<file path="src/verilog/ext_bus_pkg.sv">
// constants and types for the external memory bus interface
// Notes on behaviour
// address latch strobe pulses low once at start of every external cycle
// address, direction and space select valid before latch strobe rises
// software control floats both strobes, direction, both address buses
// write data on the muxed bus by the transfer strobe falling edge
// memory drives read data before transfer strobe rises; sampled there
// on-chip data cycles keep the transfer strobe high throughout
// direction low only for memory writes, high for everything else
// after reset read start vector from program bytes 00h, 01h, then fetch
// low address and data share eight bidirectional lines
// high address byte on eight dedicated output lines every cycle
// program/data space select output lets memory decode data space
// data 0 to 1FFh nonvolatile, 200h to 2FFh RAM, both internal
// every program fetch is an external program space cycle
// each space spans up to 65,536 bytes on a 16-bit address
// low address on muxed lines while latch strobe low, then released
// memory latches low address on latch strobe rise, drives only in read
package ext_bus_pkg;

  // ---------------------------------------------------------------
  // address map
  // ---------------------------------------------------------------
  localparam logic [15:0] VEC_LO_ADDR  = 16'h0000;
  localparam logic [15:0] VEC_HI_ADDR  = 16'h0001;
  localparam logic [15:0] NVM_LAST     = 16'h01FF;
  localparam logic [15:0] RAM_FIRST    = 16'h0200;
  localparam logic [15:0] RAM_LAST     = 16'h02FF;
  localparam int          ADDR_W       = 16;
  localparam int          DATA_W       = 8;

  // ---------------------------------------------------------------
  // cycle types
  // ---------------------------------------------------------------
  typedef enum logic [5:0] {
    ST_IDLE  = 6'b000001,
    ST_ADDR  = 6'b000010,
    ST_LATCH = 6'b000100,
    ST_XFER  = 6'b001000,
    ST_HOLD  = 6'b010000,
    ST_DONE  = 6'b100000
  } bus_state_type;

  typedef enum logic [2:0] {
    BT_VEC_LO = 3'b001,
    BT_VEC_HI = 3'b010,
    BT_USER   = 3'b100
  } boot_type;

endpackage : ext_bus_pkg

</file>
<file path="src/verilog/ext_bus_req_if.sv">
// request and answer signals between the bus sequencer and the boot stage
`timescale 1ns/1ns
interface ext_bus_req_if;
  logic        req;
  logic        space_data;
  logic        write;
  logic [15:0] addr;
  logic [7:0]  wdata;
  logic        ack;
  logic [7:0]  rdata;
  logic        internal;

  modport master (
    output req,
    output space_data,
    output write,
    output addr,
    output wdata,
    input  ack,
    input  rdata,
    input  internal
  );
  modport slave (
    input  req,
    input  space_data,
    input  write,
    input  addr,
    input  wdata,
    output ack,
    output rdata,
    output internal
  );
endinterface : ext_bus_req_if

</file>
<file path="src/verilog/ext_bus_cycle.sv">
// bus cycle sequencer driving the external memory pins
`timescale 1ns/1ns
module ext_bus_cycle
  import ext_bus_pkg::*;
(
  input  wire logic  clk_sys,
  input  wire logic  rst_b,
  ext_bus_req_if.slave bus,
  input  wire logic  bus_float,
  input  wire logic [7:0] muxed_in,
  output logic [7:0] muxed_out,
  output logic       muxed_oe_n,
  output logic [7:0] upper_out,
  output logic       upper_oe_n,
  output logic       alstb_out,
  output logic       xfer_out,
  output logic       dir_out,
  output logic       space_out,
  output logic       ctl_oe_n
);

  bus_state_type state_q;
  logic          int_q;
  logic          wr_q;
  logic [7:0]    rdata_q;
  logic          ack_q;

  // on-chip data ranges
  function automatic logic is_internal(input logic d, input logic [15:0] a);
    is_internal = d && (a <= RAM_LAST);
  endfunction : is_internal

  assign bus.ack      = ack_q;
  assign bus.rdata    = rdata_q;
  assign bus.internal = int_q;

  // ---------------------------------------------------------------
  // sequencer
  // ---------------------------------------------------------------
  always_ff @(posedge clk_sys or negedge rst_b) begin
    if (!rst_b) begin
      state_q   <= ST_IDLE;
      int_q     <= 1'b0;
      wr_q      <= 1'b0;
      rdata_q   <= 8'h00;
      ack_q     <= 1'b0;
      muxed_out <= 8'h00;
      muxed_oe_n <= 1'b1;
      upper_out <= 8'h00;
      alstb_out <= 1'b1;
      xfer_out  <= 1'b1;
      dir_out   <= 1'b1;
      space_out <= 1'b0;
    end else begin
      ack_q <= 1'b0;
      unique case (state_q)
        ST_IDLE: begin
          if (bus.req && !bus_float) begin
            state_q    <= ST_ADDR;
            int_q      <= is_internal(bus.space_data, bus.addr);
            wr_q       <= bus.write;
            upper_out  <= bus.addr[15:8];
            muxed_out  <= bus.addr[7:0];
            muxed_oe_n <= 1'b0;
            dir_out    <= !bus.write;
            space_out  <= bus.space_data;
            alstb_out  <= 1'b0;
          end
        end
        ST_ADDR: begin
          state_q   <= ST_LATCH;
          alstb_out <= 1'b1;
        end
        ST_LATCH: begin
          state_q <= ST_XFER;
          if (wr_q) begin
            muxed_out <= bus.wdata;
          end else begin
            muxed_oe_n <= 1'b1;
          end
          xfer_out <= int_q;
        end
        ST_XFER: begin
          state_q <= ST_HOLD;
        end
        ST_HOLD: begin
          state_q  <= ST_DONE;
          xfer_out <= 1'b1;
          rdata_q  <= muxed_in;
          ack_q    <= 1'b1;
        end
        ST_DONE: begin
          state_q    <= ST_IDLE;
          muxed_oe_n <= 1'b1;
          dir_out    <= 1'b1;
        end
        default: state_q <= ST_IDLE;
      endcase
    end
  end

  // ---------------------------------------------------------------
  // float control
  // ---------------------------------------------------------------
  always_ff @(posedge clk_sys or negedge rst_b) begin
    if (!rst_b) begin
      upper_oe_n <= 1'b1;
      ctl_oe_n   <= 1'b1;
    end else begin
      upper_oe_n <= bus_float && state_q == ST_IDLE;
      ctl_oe_n   <= bus_float && state_q == ST_IDLE;
    end
  end

endmodule : ext_bus_cycle

</file>
<file path="src/verilog/ext_bus_top.sv">
// external memory bus interface top with start vector boot
`timescale 1ns/1ns
module ext_bus_top
  import ext_bus_pkg::*;
(
  input  wire logic        clk_sys,
  input  wire logic        rst_b,
  input  wire logic        float_req,
  input  wire logic        core_req,
  input  wire logic        core_space_data,
  input  wire logic        core_write,
  input  wire logic [15:0] core_addr,
  input  wire logic [7:0]  core_wdata,
  output logic             core_ack,
  output logic [7:0]       core_rdata,
  output logic             core_internal,
  output logic             boot_done,
  output logic [15:0]      start_addr,
  input  wire logic [7:0]  muxed_addr_data_bus_in,
  output logic [7:0]       muxed_addr_data_bus_out,
  output logic             muxed_addr_data_bus_oe_n,
  output logic [7:0]       upper_addr_bus,
  output logic             upper_addr_bus_oe_n,
  output logic             addr_latch_strobe_n,
  output logic             transfer_strobe_n,
  output logic             read_not_write,
  output logic             space_data_sel,
  output logic             ctl_oe_n
);

  ext_bus_req_if bus ();
  boot_type   boot_q;
  logic       float_q;
  logic [7:0] vec_lo_q;
  logic       busy_q;

  // ---------------------------------------------------------------
  // boot vector fetch and request mux
  // ---------------------------------------------------------------
  assign bus.req        = (boot_q != BT_USER) ? !busy_q : core_req && !busy_q;
  assign bus.space_data = (boot_q != BT_USER) ? 1'b0 : core_space_data;
  assign bus.write      = (boot_q != BT_USER) ? 1'b0 : core_write;
  assign bus.addr       = (boot_q == BT_VEC_LO) ? VEC_LO_ADDR :
                          (boot_q == BT_VEC_HI) ? VEC_HI_ADDR : core_addr;
  assign bus.wdata      = core_wdata;

  always_ff @(posedge clk_sys or negedge rst_b) begin
    if (!rst_b) begin
      float_q <= 1'b0;
    end else begin
      float_q <= float_req;
    end
  end

  always_ff @(posedge clk_sys or negedge rst_b) begin
    if (!rst_b) begin
      boot_q     <= BT_VEC_LO;
      busy_q     <= 1'b0;
      vec_lo_q   <= 8'h00;
      start_addr <= 16'h0000;
      boot_done  <= 1'b0;
      core_ack   <= 1'b0;
      core_rdata <= 8'h00;
      core_internal <= 1'b0;
    end else begin
      core_ack <= 1'b0;
      if (bus.req && !float_q) begin
        busy_q <= 1'b1;
      end
      if (bus.ack) begin
        busy_q <= 1'b0;
        unique case (boot_q)
          BT_VEC_LO: begin
            vec_lo_q <= bus.rdata;
            boot_q   <= BT_VEC_HI;
          end
          BT_VEC_HI: begin
            start_addr <= {bus.rdata, vec_lo_q};
            boot_done  <= 1'b1;
            boot_q     <= BT_USER;
          end
          BT_USER: begin
            core_ack      <= 1'b1;
            core_rdata    <= bus.rdata;
            core_internal <= bus.internal;
          end
          default: boot_q <= BT_USER;
        endcase
      end
    end
  end

  ext_bus_cycle u_cycle (
    .clk_sys    (clk_sys),
    .rst_b      (rst_b),
    .bus        (bus.slave),
    .bus_float  (float_q),
    .muxed_in   (muxed_addr_data_bus_in),
    .muxed_out  (muxed_addr_data_bus_out),
    .muxed_oe_n (muxed_addr_data_bus_oe_n),
    .upper_out  (upper_addr_bus),
    .upper_oe_n (upper_addr_bus_oe_n),
    .alstb_out  (addr_latch_strobe_n),
    .xfer_out   (transfer_strobe_n),
    .dir_out    (read_not_write),
    .space_out  (space_data_sel),
    .ctl_oe_n   (ctl_oe_n)
  );

endmodule : ext_bus_top

</file>
<file path="config.mk">
export PLATFORM = sky130hd
export DESIGN_NAME = ext_bus_top
export DESIGN_NICKNAME = d
export VERILOG_FILES = /design/src/verilog/ext_bus_pkg.sv /design/src/verilog/ext_bus_req_if.sv /design/src/verilog/ext_bus_cycle.sv /design/src/verilog/ext_bus_top.sv
export SDC_FILE = /design/constraint.sdc
export NUM_CORES = 1
export LEC_CHECK = 0
export BUFFER_PORTS_ARGS = -buffer_cell sky130_fd_sc_hd__buf_4
export CAP_MARGIN = 10
export CORE_UTILIZATION = 40
export CTS_CLUSTER_DIAMETER = 40
export DETAILED_ROUTE_END_ITERATION = 12
export PLACE_DENSITY_LB_ADDON = 0.15
export SETUP_SLACK_MARGIN = 0.4
export SYNTH_ARGS = -nofsm -noshare
export SYNTH_HDL_FRONTEND = slang
export SYNTH_HIERARCHICAL = 1
export SYNTH_SLANG_ARGS = --single-unit
export TNS_END_PERCENT = 10
</file>
<file path="constraint.sdc">
create_clock -name clk_sys -period 3.9 [get_ports clk_sys]
set_input_delay 0.39 -clock clk_sys [delete_from_list [all_inputs] [get_ports clk_sys]]
set_output_delay 0.39 -clock clk_sys [all_outputs]
set_load 0.01 [all_outputs]
</file>
---- After elaboration in Yosys (flattened, before gate mapping) ----
Cells that the tools add are included.
word-level totals
  register bits ........................... 79
  input port bits ......................... 38
  output and inout port bits .............. 50
  word-level logic and storage cells ...... 82
operators by class
  magnitude comparators ................... 1
  equal/unequal tests ..................... 13
  mux-type cells .......................... 23
  bitwise operators ....................... 1
  reduce and logical (&&, ||, !) cells .... 22
operators by type and width
  operator                number
  $mux W16                2
  $pmux W6 S5             1
  $le A16 B10 Y1 const B  1
  $mux W8                 2
  $pmux W8 S2             1
  $reduce_and A2 Y1       7
  $mux W1                 11
  $reduce_bool A2 Y1      5
  $eq A6 B1 Y1 const B    1
  $eq A6 B2 Y1 const B    1
  $eq A6 B3 Y1 const B    1
  $eq A6 B4 Y1 const B    1
  $eq A6 B5 Y1 const B    1
  $eq A6 B6 Y1 const B    1
  $mux W6                 1
  $pmux W1 S2             3
  $pmux W3 S2             1
  $reduce_and A3 Y1       2
  $logic_and A1 B1 Y1     4
  $ne A2 B2 Y1 const B    2
  $eq A3 B1 Y1 const B    1
  $eq A3 B2 Y1 const B    1
  $eq A3 B3 Y1 const B    1
  $logic_not A1 Y1        3
  5 further kinds         5

---- Longest topological paths before layout ----
Gate-level depths: netlist of the first run.
  depth in word-level cells ............... 6
  mapped depth ............................ 7
  depth with buffers taken out ............ 6

---- By module ----
The synthesis of the first run kept the hierarchy.
modules (own cells, without submodules)
  module         times used  cells an instance  area each (um^2)  sequential area each (um^2)
  ext_bus_cycle  1           139                1741.7            983.4
  ext_bus_top    1           115                1696.6            1002.2

---- Worst setup path before layout of the first run ----
No wires, ideal clock.
  path type ............................... reg-to-reg
  from .................................... register u_cycle.state_q[2]
  to ...................................... register u_cycle.space_out
  library setup time ...................... 0.125 ns
  data arrival time ....................... 1.768 ns
  data required time ...................... 3.775 ns
  path slack .............................. 2.007 ns
  cell stages (with the launch flop) ...... 7
  buffers on the path ..................... 3
  clock period less this slack ............ 1.893 ns
  path through ............................ dfrtp_1 buf_6 or4_4 buf_6 or2_4 buf_6 mux2_4
between the ends
  cells in the longest elaborated chain, start to end .. 2
ends and longest elaborated chain
  item                         line                 source
  start: declaration           ext_bus_cycle.sv:22  bus_state_type state_q;
  start signal: assignment     ext_bus_cycle.sv:42  state_q <= ST_IDLE;
  start signal: assignment     ext_bus_cycle.sv:59  state_q <= ST_ADDR;
  start signal: assignment     ext_bus_cycle.sv:71  state_q <= ST_LATCH;
  $eq A6 B1 Y1                 ext_bus_cycle.sv:56  unique case (state_q)
  $reduce_and A2 Y1 (no line)  --
  end signal: assignment       ext_bus_cycle.sv:66  space_out <= bus.space_data;
  end: declaration             ext_bus_cycle.sv:18  output logic space_out,
No other way between the ends.
A chain may end at the register's enable or synchronous reset.

---- Worst setup path after layout of the first run ----
  from .................................... register boot_q[0]
  to ...................................... register u_cycle.wr_q
between the ends
  cells in the longest elaborated chain, start to end .. 4
  elaborated cells on any way between the ends .. 5
  those cells by class .................... 1 x eq/ne; 2 x mux; 2 x reduce/logical
ends and longest elaborated chain
  item                         line                 source
  start: declaration           ext_bus_top.sv:32    boot_type boot_q;
  start signal: assignment     ext_bus_top.sv:57    boot_q <= BT_VEC_LO;
  start signal: assignment     ext_bus_top.sv:75    boot_q <= BT_VEC_HI;
  start signal: assignment     ext_bus_top.sv:80    boot_q <= BT_USER;
  $ne A3 B3 Y1                 ext_bus_top.sv:40    assign bus.req = (boot_q != BT_USER) ? !busy_q : core_req && !busy_q;
  $mux W1                      ext_bus_top.sv:40
  net bus.req                  ext_bus_req_if.sv:4  logic req;
  $logic_and A1 B1 Y1          ext_bus_cycle.sv:58  if (bus.req && !bus_float) begin
  $reduce_and A2 Y1 (no line)  --
  end signal: assignment       ext_bus_cycle.sv:61  wr_q <= bus.write;
  end: declaration             ext_bus_cycle.sv:24  logic wr_q;
The timed path passes the listed nets, and every way through them passes these cells.

==> results of run 1 <==
-- synthesized netlist by cell type, drive strengths merged, types with 3 or more instances --
cell type	count	area, um^2
nand2	3	11.3
nor2b	16	100
nor2	7	41.3
nand2b	5	33.8
nor3	17	85.1
a21oi	4	23.8
dfrtp	72	1800
and2	3	21.3
or2	3	21.3
inv	15	56.3
o21ai	8	40.0
dfstp	7	184
mux2	51	642
buf	8	88.8
clkbuf	5	18.8
a311oi	8	82.6
-- metal layers --
layer  global-route usage [%]  routed length (um)  part of all wire (%)  up-vias
met3                     6.36                 524                   7.7        2
met5                        0                   0                     0        -
met1                     20.5                3030                    44     1104
met2                     26.6                3270                    48       78
met4                     4.17                   5                 0.073        0
li1                         -                   -                     -     1057
-- worst max-delay path, cell delays in order (launching register included) --
cell and delay, ns:
dfstp_2 0.57, nor3b_2 0.07, a21oi_1 0.15, nand4bb_1 0.45
or2_4 0.55, inv_1 0.12, mux2_2 0.33
-- path summary, 6_finish.rpt --
check                      depth (start not counted)  slack [ns]                  start                               end
max in group asynchronous                          1        3.05                  rst_b                 float_q$_DFF_PN0_
hold / removal                                     1        0.16              float_req                 float_q$_DFF_PN0_
setup reg to reg                                   6        1.53  boot_q[0]$_DFFE_PN1P_          u_cycle/wr_q$_DFFE_PN0P_
min in group asynchronous                          1        0.19                  rst_b  u_cycle/upper_out[0]$_DFFE_PN0P_
setup / recovery                                   6        1.53  boot_q[0]$_DFFE_PN1P_          u_cycle/wr_q$_DFFE_PN0P_
hold reg to reg                                    1        0.48  boot_done$_DFFE_PN0P_             boot_done$_DFFE_PN0P_
-- power by group through the flow --
stage	clock, mW	sequential (mW)	combinational, mW
finish	0.592	0.836	0.0735
global route	0.651	0.837	0.0823
CTS	0.619	0.836	0.0762
detailed placement	0	0.852	0.0759
global placement	0	0.851	0.0751
floorplan	0	0.853	0.0181
-- sequential cells by signal (all words and copies together) (netlist names), 3 cells and up --
| name | cells |
|---|---|
| boot_q | 3 |
| start_addr | 16 |
| u_cycle/bus.rdata | 8 |
| u_cycle/state_q | 6 |
| vec_lo_q | 8 |
| core_rdata | 8 |
| u_cycle/muxed_out | 8 |
| u_cycle/upper_out | 8 |
-- final cells by class --
type / instances / area share, %
repair buffers: 87 / 15.2
inverters: 15 / 1.31
well taps: 105 / 3.05
clock buffers: 13 / 3.46
multi-input cells: 147 / 29.9
flip-flops and latches: 79 / 46.1
clock inverters: 3 / 1.02
-- stage by stage --
stage          setup WS [ns]  hold WS, ns
6_report                1.53        0.165
4_1_cts                 1.54        0.141
5_1_grt                 1.37        0.138
2_1_floorplan           2.01       0.0944
3_5_place_dp            1.57        0.454
3_3_place_gp            1.63        0.457
-- cells by family (layout without fill, tap and decap cells) --
family | after synthesis | in the layout | share of synthesized area [%]
AOI/OAI and AO/OA | 28 | 28 | 6.19
xor gates and xnor gates | 1 | 1 | 0.255
buffers and inverters | 28 | 118 | 4.77
DFF | 79 | 79 | 57.8
muxes | 51 | 51 | 18.7
and+or+nand+nor | 67 | 67 | 12.4
==> run_results.csv, run 1 <==
group,metric,value,unit
placement,gp_congestion,0.751,
detailed_routing,viasPerCell,4.99,
floorplan,die_w,94.7,um
run,cap_violations,0,
synthesis,synth_edf_count,0,
status,status,"finished, final reports clean",
placement,dp.cells,433,
power,leakage,2.17,nW
cts,cts_resized,0,
detailed_routing,vias,2241,
cells_and_area,finalNetCount,377,
cts,cts_tree,"built",
sta,clock_skew,0.0111,ns
detailed_routing,postRouteAntennaNets,0,
sta,fin_setup_tns,0,ns
cts,cts_buffer_depth,2,
power,switching_power,0.318,mW
cells_and_area,area_growth_syn_to_layout,25.3,%
power,pwr_density_cell,349,mW/mm^2
placement,io_buffers,87,
global_routing,grt_pass1_vias,2204,
cells_and_area,multi_input_area,0.00129,mm^2
synthesis,netlist_area,0.00344,mm^2
global_routing,antenna_found_initial,0,
sta,clock.fmax,422,MHz
floorplan,io_pins,88,
cells_and_area,n_fill_cell,764,
global_routing,grt_usage,16.4,%
cells_and_area,drive_gt1_share,47.4,%
cells_and_area,finalInstanceArea,0.00431,mm^2
detailed_routing,drc,0,
floorplan,die_area,0.00897,mm^2
detailed_routing,dr.pass1.iters,4,
synthesis,yosys_warnings,6,
synthesis,async_flop_share,100,%
floorplan,core_area,0.00826,mm^2
power,comb_power_share,4.9,%
placement,postPlaceCellArea,0.00412,mm^2
cells_and_area,final_cells,449,
detailed_routing,wl,6830,um
floorplan,start_util,41.6,%
sta,period_share,60.7,%
global_routing,grt_max_degree,80,
cts,root_buffer,"clkbuf_8",
cts,h-tree-depth,3,
cts,clk_pin_slew,0.08,ns
power,peakVddDrop,0.000263,V
floorplan,die_y,94.7,um
cts,cts_setup_buffers,0,
global_routing,overflow,0,
synthesis,ys_ff_latch,79,
worst_setup_path,cp-end-kind,"flop",
synthesis,syn-num-nets,292,
synthesis,yosysSeqAreaShare,57.8,%
power,p_sw_share,21.1,%
worst_setup_path,worst_setup_path_start_kind,"flop",
placement,dp_hpwl,4550,um
synthesis,syn_inst,254,
worst_setup_path,crit_arrival,2.59,ns
worst_setup_path,path_class,"flop to flop",
sta,final_hold_viol_count,0,
synthesis,synth_cell_type_count,43,
synthesis,syn_area_per_cell,13.5,um^2
cells_and_area,diodes,0,
cts,cts_hold_buf,0,
worst_hold_path,hold_class,"primary input to flop",
detailed_routing,avgRoutedWirePerCell,15.2,um
detailed_routing,drt_iter0_drc,105,
power,p_clk_share,39.5,%
power,total_power,1.50,mW
worst_setup_path,required,4.13,ns
power,seq_power_share,55.6,%
cells_and_area,ff_latch_area,0.00199,mm^2
cts,clock_sinks,79,
floorplan,row_count,33,
sta,tightestPinTransition,0.980,ns
worst_setup_path,path_max_fanout,21,
sta,finalSetupViolCount,0,
cells_and_area,final_common_cell,"buf_4",
sta,maxSlewHeadroom,34.7,%
sta,rsz0062_at_grt,"false",
sta,drv_slew,0,
cts,cts_buffers,9,
global_routing,grt_pass1_wl,11000,um
cells_and_area,final_cell_mix,"87 x buf_4, 72 x dfrtp_1, 24 x mux2_2",
sta,period_needed,2.37,ns
synthesis,synth_top_flop_cell,"dfrtp_1",
cts,insertion_delay,0.34,ns
power,p_int,1.18,mW
cells_and_area,final_core_util,52.2,%
No activity file was read; power rests on OpenSTA's default activity.
==> run 2: changes to the inputs <==
==> constraint.sdc (replaced) <==
create_clock -name clk_sys -period 2.4 [get_ports clk_sys]
set_input_delay 0.24 -clock clk_sys [delete_from_list [all_inputs] [get_ports clk_sys]]
set_output_delay 0.24 -clock clk_sys [all_outputs]
set_load 0.01 [all_outputs]
==> run_results.csv, run 2 (same netlist as run 1, synthesis figures left out) <==
group,metric,value,unit
status,status,"finished, final reports clean",
cts,cts_buffer_depth,2,
cts,clock_sinks,79,
worst_setup_path,required,2.63,ns
worst_setup_path,r2r-end,"u_cycle/wr_q$_DFFE_PN0P_",
cells_and_area,top_register,"start_addr",
detailed_routing,avgRoutedWirePerCell,15.1,um
cells_and_area,finalNetCount,390,
power,switching_power,0.517,mW
worst_setup_path,path_max_fanout,11,
global_routing,grt_max_degree,42,
cts,h-tree-depth,3,
placement,gp_congestion,0.728,
worst_hold_path,worstHoldStart,"muxed_addr_data_bus_in[3]",
cells_and_area,drive_gt1_share,48.5,%
power,p_sw_share,22.1,%
detailed_routing,wl,6980,um
sta,rsz0062_at_grt,"false",
worst_setup_path,crit_arrival,2.17,ns
worst_hold_path,hold_class,"primary input to flop",
sta,tightestPinTransition,0.546,ns
worst_setup_path,path_cells,"or4_4 -> or2_4 -> inv_1 -> mux2_2",
worst_setup_path,cp_slowest_cell,"or4_4",
sta,period_share,80.8,%
floorplan,die_w,94.7,um
floorplan,io_pins,88,
worst_hold_path,min_to,"u_cycle/bus.rdata[3]$_DFFE_PN0P_",
worst_setup_path,reg2reg_depth,4,
worst_setup_path,startpoint,"u_cycle/state_q[4]$_DFFE_PN0P_",
power,pwr_density_cell,533,mW/mm^2
floorplan,core_area,0.00826,mm^2
detailed_routing,drc,0,
global_routing,grt_usage,16.8,%
power,p_clk_share,36.6,%
cts,cts_buffers,9,
global_routing,overflow,0,
cells_and_area,final_common_cell,"buf_4",
cells_and_area,area_growth_syn_to_layout,27.7,%
power,seq_power_share,58.1,%
global_routing,grt_pass1_wl,11200,um
worst_setup_path,critPathTopFamily,"simple AND/OR/NAND/NOR gates",
worst_setup_path,path_class,"flop to flop",
power,p_int,1.82,mW
sta,clock.fmax,516,MHz
cts,clk_pin_slew,0.08,ns
worst_setup_path,reg2reg_from,"u_cycle/state_q[4]$_DFFE_PN0P_",
global_routing,grt_pass1_vias,2255,
worst_setup_path,cp-end-kind,"flop",
floorplan,die_y,94.7,um
detailed_routing,postRouteAntennaNets,0,
cells_and_area,largest_reg_flops,16,
placement,io_buffers,87,
power,comb_power_share,5.4,%
floorplan,die_area,0.00897,mm^2
sta,finalSetupViolCount,0,
sta,hold_slack,0.122,ns
detailed_routing,vias,2264,
cells_and_area,final_cell_mix,"96 x buf_4, 72 x dfrtp_1, 24 x mux2_2",
sta,drv_slew,0,
floorplan,start_util,41.6,%
placement,dp_hpwl,4750,um
cts,insertion_delay,0.34,ns
power,peakVddDrop,0.000401,V
global_routing,antenna_found_initial,0,
detailed_routing,dr.pass1.iters,4,
cells_and_area,diodes,0,
detailed_routing,viasPerCell,4.90,
sta,period_needed,1.94,ns
cts,cts_resized,0,
detailed_routing,drt_iter0_drc,80,
run,cap_violations,0,
cells_and_area,n_fill_cell,749,
sta,final_hold_viol_count,0,
cts,root_buffer,"clkbuf_8",
worst_hold_path,min_path_cells,2,
worst_setup_path,path_buf_inv,1,
cts,cts_tree,"built",
floorplan,row_count,33,
worst_setup_path,worst_setup_path_start_kind,"flop",
worst_setup_path,reg2reg_slack,0.46,ns
sta,clock_skew,0.0122,ns
worst_setup_path,cpPeakStageDelay,0.61,ns
sta,maxSlewHeadroom,63.5,%
sta,fin_setup_tns,0,ns
power,leakage,2.22,nW
## run 2: cell type report
type	instances	area, um^2	area share (%)
Clock buffer	14	153	3.48
Inverter	15	56.3	1.28
Sequential cell	79	1990	45.2
Tap cell	105	131	2.99
Multi-Input combinational cell	148	1290	29.5
Timing Repair Buffer	99	761	17.3
Clock inverter	2	10.0	0.228
## run 2: worst max path at each step
stage,endpoint,depth (start not counted)
3_5_place_dp,u_cycle/wr_q$_DFFE_PN0P_,4
3_3_place_gp,u_cycle/wr_q$_DFFE_PN0P_,4
6_report,u_cycle/wr_q$_DFFE_PN0P_,4
5_1_grt,u_cycle/muxed_out[4]$_DFFE_PN0P_,3
4_1_cts,u_cycle/wr_q$_DFFE_PN0P_,4
2_1_floorplan,u_cycle/space_out$_DFFE_PN0P_,6
## run 2: stage by stage
step,util (%),power (mW),cells,setup slack (ns),instance area [um^2]
3_5_place_dp,50.5,1.51,439,0.338,4170
3_3_place_gp,50.5,1.51,439,0.373,4170
6_report,53.2,2.34,462,0.460,4390
2_1_floorplan,-,1.41,254,0.507,3440
5_1_grt,53.2,2.44,462,0.404,4390
4_1_cts,52.8,2.37,458,0.404,4360
## run 2: per-layer routing
layer,vias to the layer above,global-route usage (%),part of all wire (%)
li1,1086,-,-
met1,1091,20.5,44
met2,74,26.8,46
met3,13,5.88,7.6
met4,0,7.32,2.2
met5,-,0,0
## run 2: power by group through the flow
stage,clock network (mW),registers (mW),logic [mW]
final,0.855,1.36,0.125
after CTS,0.879,1.36,0.129
after detailed placement,0,1.38,0.126
after global routing,0.936,1.36,0.140
after global placement,0,1.38,0.126
after floorplan,0,1.39,0.0294
## run 2: repair_timing
item,4_1_cts,5_1_grt
gates cloned,1,0
pin swaps,2,1
setup endpoints to repair,1,2
hold buffers,2,0
endpoints found under the hold margin,32,0
buffers inserted,0,4
==> run 3: changes to the inputs <==
==> constraint.sdc (replaced) <==
create_clock -name clk_sys -period 1.6 [get_ports clk_sys]
set_input_delay 0.16 -clock clk_sys [delete_from_list [all_inputs] [get_ports clk_sys]]
set_output_delay 0.16 -clock clk_sys [all_outputs]
set_load 0.01 [all_outputs]
==> run_results.csv, run 3 (same netlist as run 1, synthesis figures left out) <==
group,metric,value,unit
sta,period_share,112,%
floorplan,die_area,0.00897,mm^2
sta,finalSetupViolCount,31,
worst_setup_path,path_max_fanout,7,
placement,dpl_worst_slack,-0.206,ns
worst_setup_path,crit_arrival,2.02,ns
cts,clock_sinks,79,
sta,rsz0062_at_grt,"true",
placement,postPlaceCellArea,0.00442,mm^2
cts,h-tree-depth,3,
worst_hold_path,min_to,"u_cycle/bus.rdata[4]$_DFFE_PN0P_",
worst_setup_path,reg2reg_from,"u_cycle/state_q[4]$_DFFE_PN0P_",
detailed_routing,dr.pass1.iters,4,
cells_and_area,drive_gt1_share,56.8,%
placement,io_buffers,87,
cells_and_area,top_register,"start_addr",
sta,final_hold_viol_count,0,
cells_and_area,final_common_cell,"buf_4",
cells_and_area,area_growth_syn_to_layout,39.6,%
sta,drv_slew,0,
detailed_routing,avgRoutedWirePerCell,15.2,um
worst_hold_path,worstHoldStart,"muxed_addr_data_bus_in[4]",
global_routing,grt_pass1_vias,2427,
worst_setup_path,reg2reg_depth,4,
floorplan,core_area,0.00826,mm^2
floorplan,io_pins,88,
worst_setup_path,r2r-end,"u_cycle/upper_out[7]$_DFFE_PN0P_",
detailed_routing,drc,0,
worst_setup_path,cp-end-kind,"flop",
floorplan,start_util,41.6,%
placement,gp_congestion,0.780,
run,cap_violations,0,
sta,clock_skew,0.0158,ns
floorplan,die_y,94.7,um
worst_hold_path,min_path_cells,2,
power,leakage,2.42,nW
power,pwr_density_cell,770,mW/mm^2
sta,tightestPinTransition,0.340,ns
global_routing,grt_usage,17.6,%
cells_and_area,finalInstanceArea,0.00480,mm^2
worst_setup_path,worst_setup_path_start_kind,"flop",
sta,clock.fmax,559,MHz
status,violations,"setup timing",
global_routing,grt_pass1_wl,11900,um
global_routing,overflow,0,
cts,insertion_delay,0.34,ns
sta,maxSlewHeadroom,77.3,%
sta,final.setup.worst_slack,-0.190,ns
worst_hold_path,hold_class,"primary input to flop",
cts,root_buffer,"clkbuf_8",
cts,cts_buffer_depth,2,
worst_setup_path,path_class,"flop to flop",
detailed_routing,viasPerCell,4.99,
detailed_routing,vias,2406,
floorplan,die_w,94.7,um
cts,cts_tree,"built",
cts,cts_buffers,9,
cells_and_area,n_fill_cell,730,
status,status,"complete, but fails checks",
cells_and_area,finalNetCount,410,
placement,dp_hpwl,5030,um
detailed_routing,wl,7320,um
cts,clk_pin_slew,0.08,ns
cells_and_area,final_cell_mix,"106 x buf_4, 72 x dfrtp_1, 30 x mux2_4",
power,peakVddDrop,0.000659,V
cells_and_area,diodes,0,
worst_setup_path,required,1.83,ns
cells_and_area,largest_reg_flops,16,
floorplan,row_count,33,
detailed_routing,drt_iter0_drc,80,
sta,period_needed,1.79,ns
global_routing,grt_max_degree,30,
worst_setup_path,reg2reg_slack,-0.19,ns
detailed_routing,postRouteAntennaNets,0,
global_routing,antenna_found_initial,0,
run 3: stage by stage:
step | power, mW | utilization [%] | hold WS (ns) | std cells | setup TNS, ns
floorplan | 2.12 | - | -0.136 | 254 | -4.41
global placement | 2.27 | 53.5 | 0.0834 | 463 | -2.54
detailed placement | 2.27 | 53.5 | 0.0872 | 463 | -2.78
CTS | 3.75 | 57.5 | 0.0157 | 481 | -1.91
global route | 3.84 | 58.1 | 0.0178 | 482 | -5.58
finish | 3.70 | 58.1 | 0.0379 | 482 | -2.62
run 3: layout make-up:
type / instances / area, um^2 / area share, %
clock buffer: 13 / 149 / 3.10
tap: 105 / 131 / 2.74
sequential: 79 / 1990 / 41.4
multi-input combinational: 147 / 1420 / 29.6
inverter: 15 / 56.3 / 1.17
clock inverter: 3 / 42.5 / 0.886
timing repair buffer: 120 / 1010 / 21.1
run 3: critical path, stage by stage (launching register included):
cell and delay (ns):
dfrtp_1 0.38, or4_4 0.55, or2_4 0.31, buf_12 0.15, mux2_4 0.29
run 3: power by group:
| group | internal (mW) | switching [mW] | total, mW |
|---|---|---|---|
| clock network | 0.764 | 0.683 | 1.45 |
| registers | 2.02 | 0.0187 | 2.04 |
| logic | 0.123 | 0.0867 | 0.209 |
run 3: how the worst max path moves through the flow:
stage	start	end	depth (start not counted)
3_5_place_dp	boot_q[0]$_DFFE_PN1P_	u_cycle/bus.internal$_DFFE_PN0P_	8
5_1_grt	boot_q[0]$_DFFE_PN1P_	u_cycle/bus.internal$_DFFE_PN0P_	8
3_3_place_gp	boot_q[0]$_DFFE_PN1P_	u_cycle/bus.internal$_DFFE_PN0P_	8
4_1_cts	u_cycle/state_q[4]$_DFFE_PN0P_	u_cycle/upper_out[7]$_DFFE_PN0P_	4
6_report	u_cycle/state_q[4]$_DFFE_PN0P_	u_cycle/upper_out[7]$_DFFE_PN0P_	4
2_1_floorplan	u_cycle/state_q[2]$_DFFE_PN0P_	u_cycle/space_out$_DFFE_PN0P_	6
run 3: layer usage:
layer,GRT usage [%],share of wire [%],up-vias
met5,0,0,-
met4,6.44,1.4,0
met3,5.88,7.4,9
met2,28.9,48,73
met1,21.5,43,1196
li1,-,-,1128
run 3: timing repair:
action,in CTS,in global routing
buffers inserted,0,1
gates resized for setup,30,11
hold buffers,2,0
pin swaps,15,9
gates cloned,0,0
endpoints found under the setup margin,73,77
hold endpoints to repair,23,0
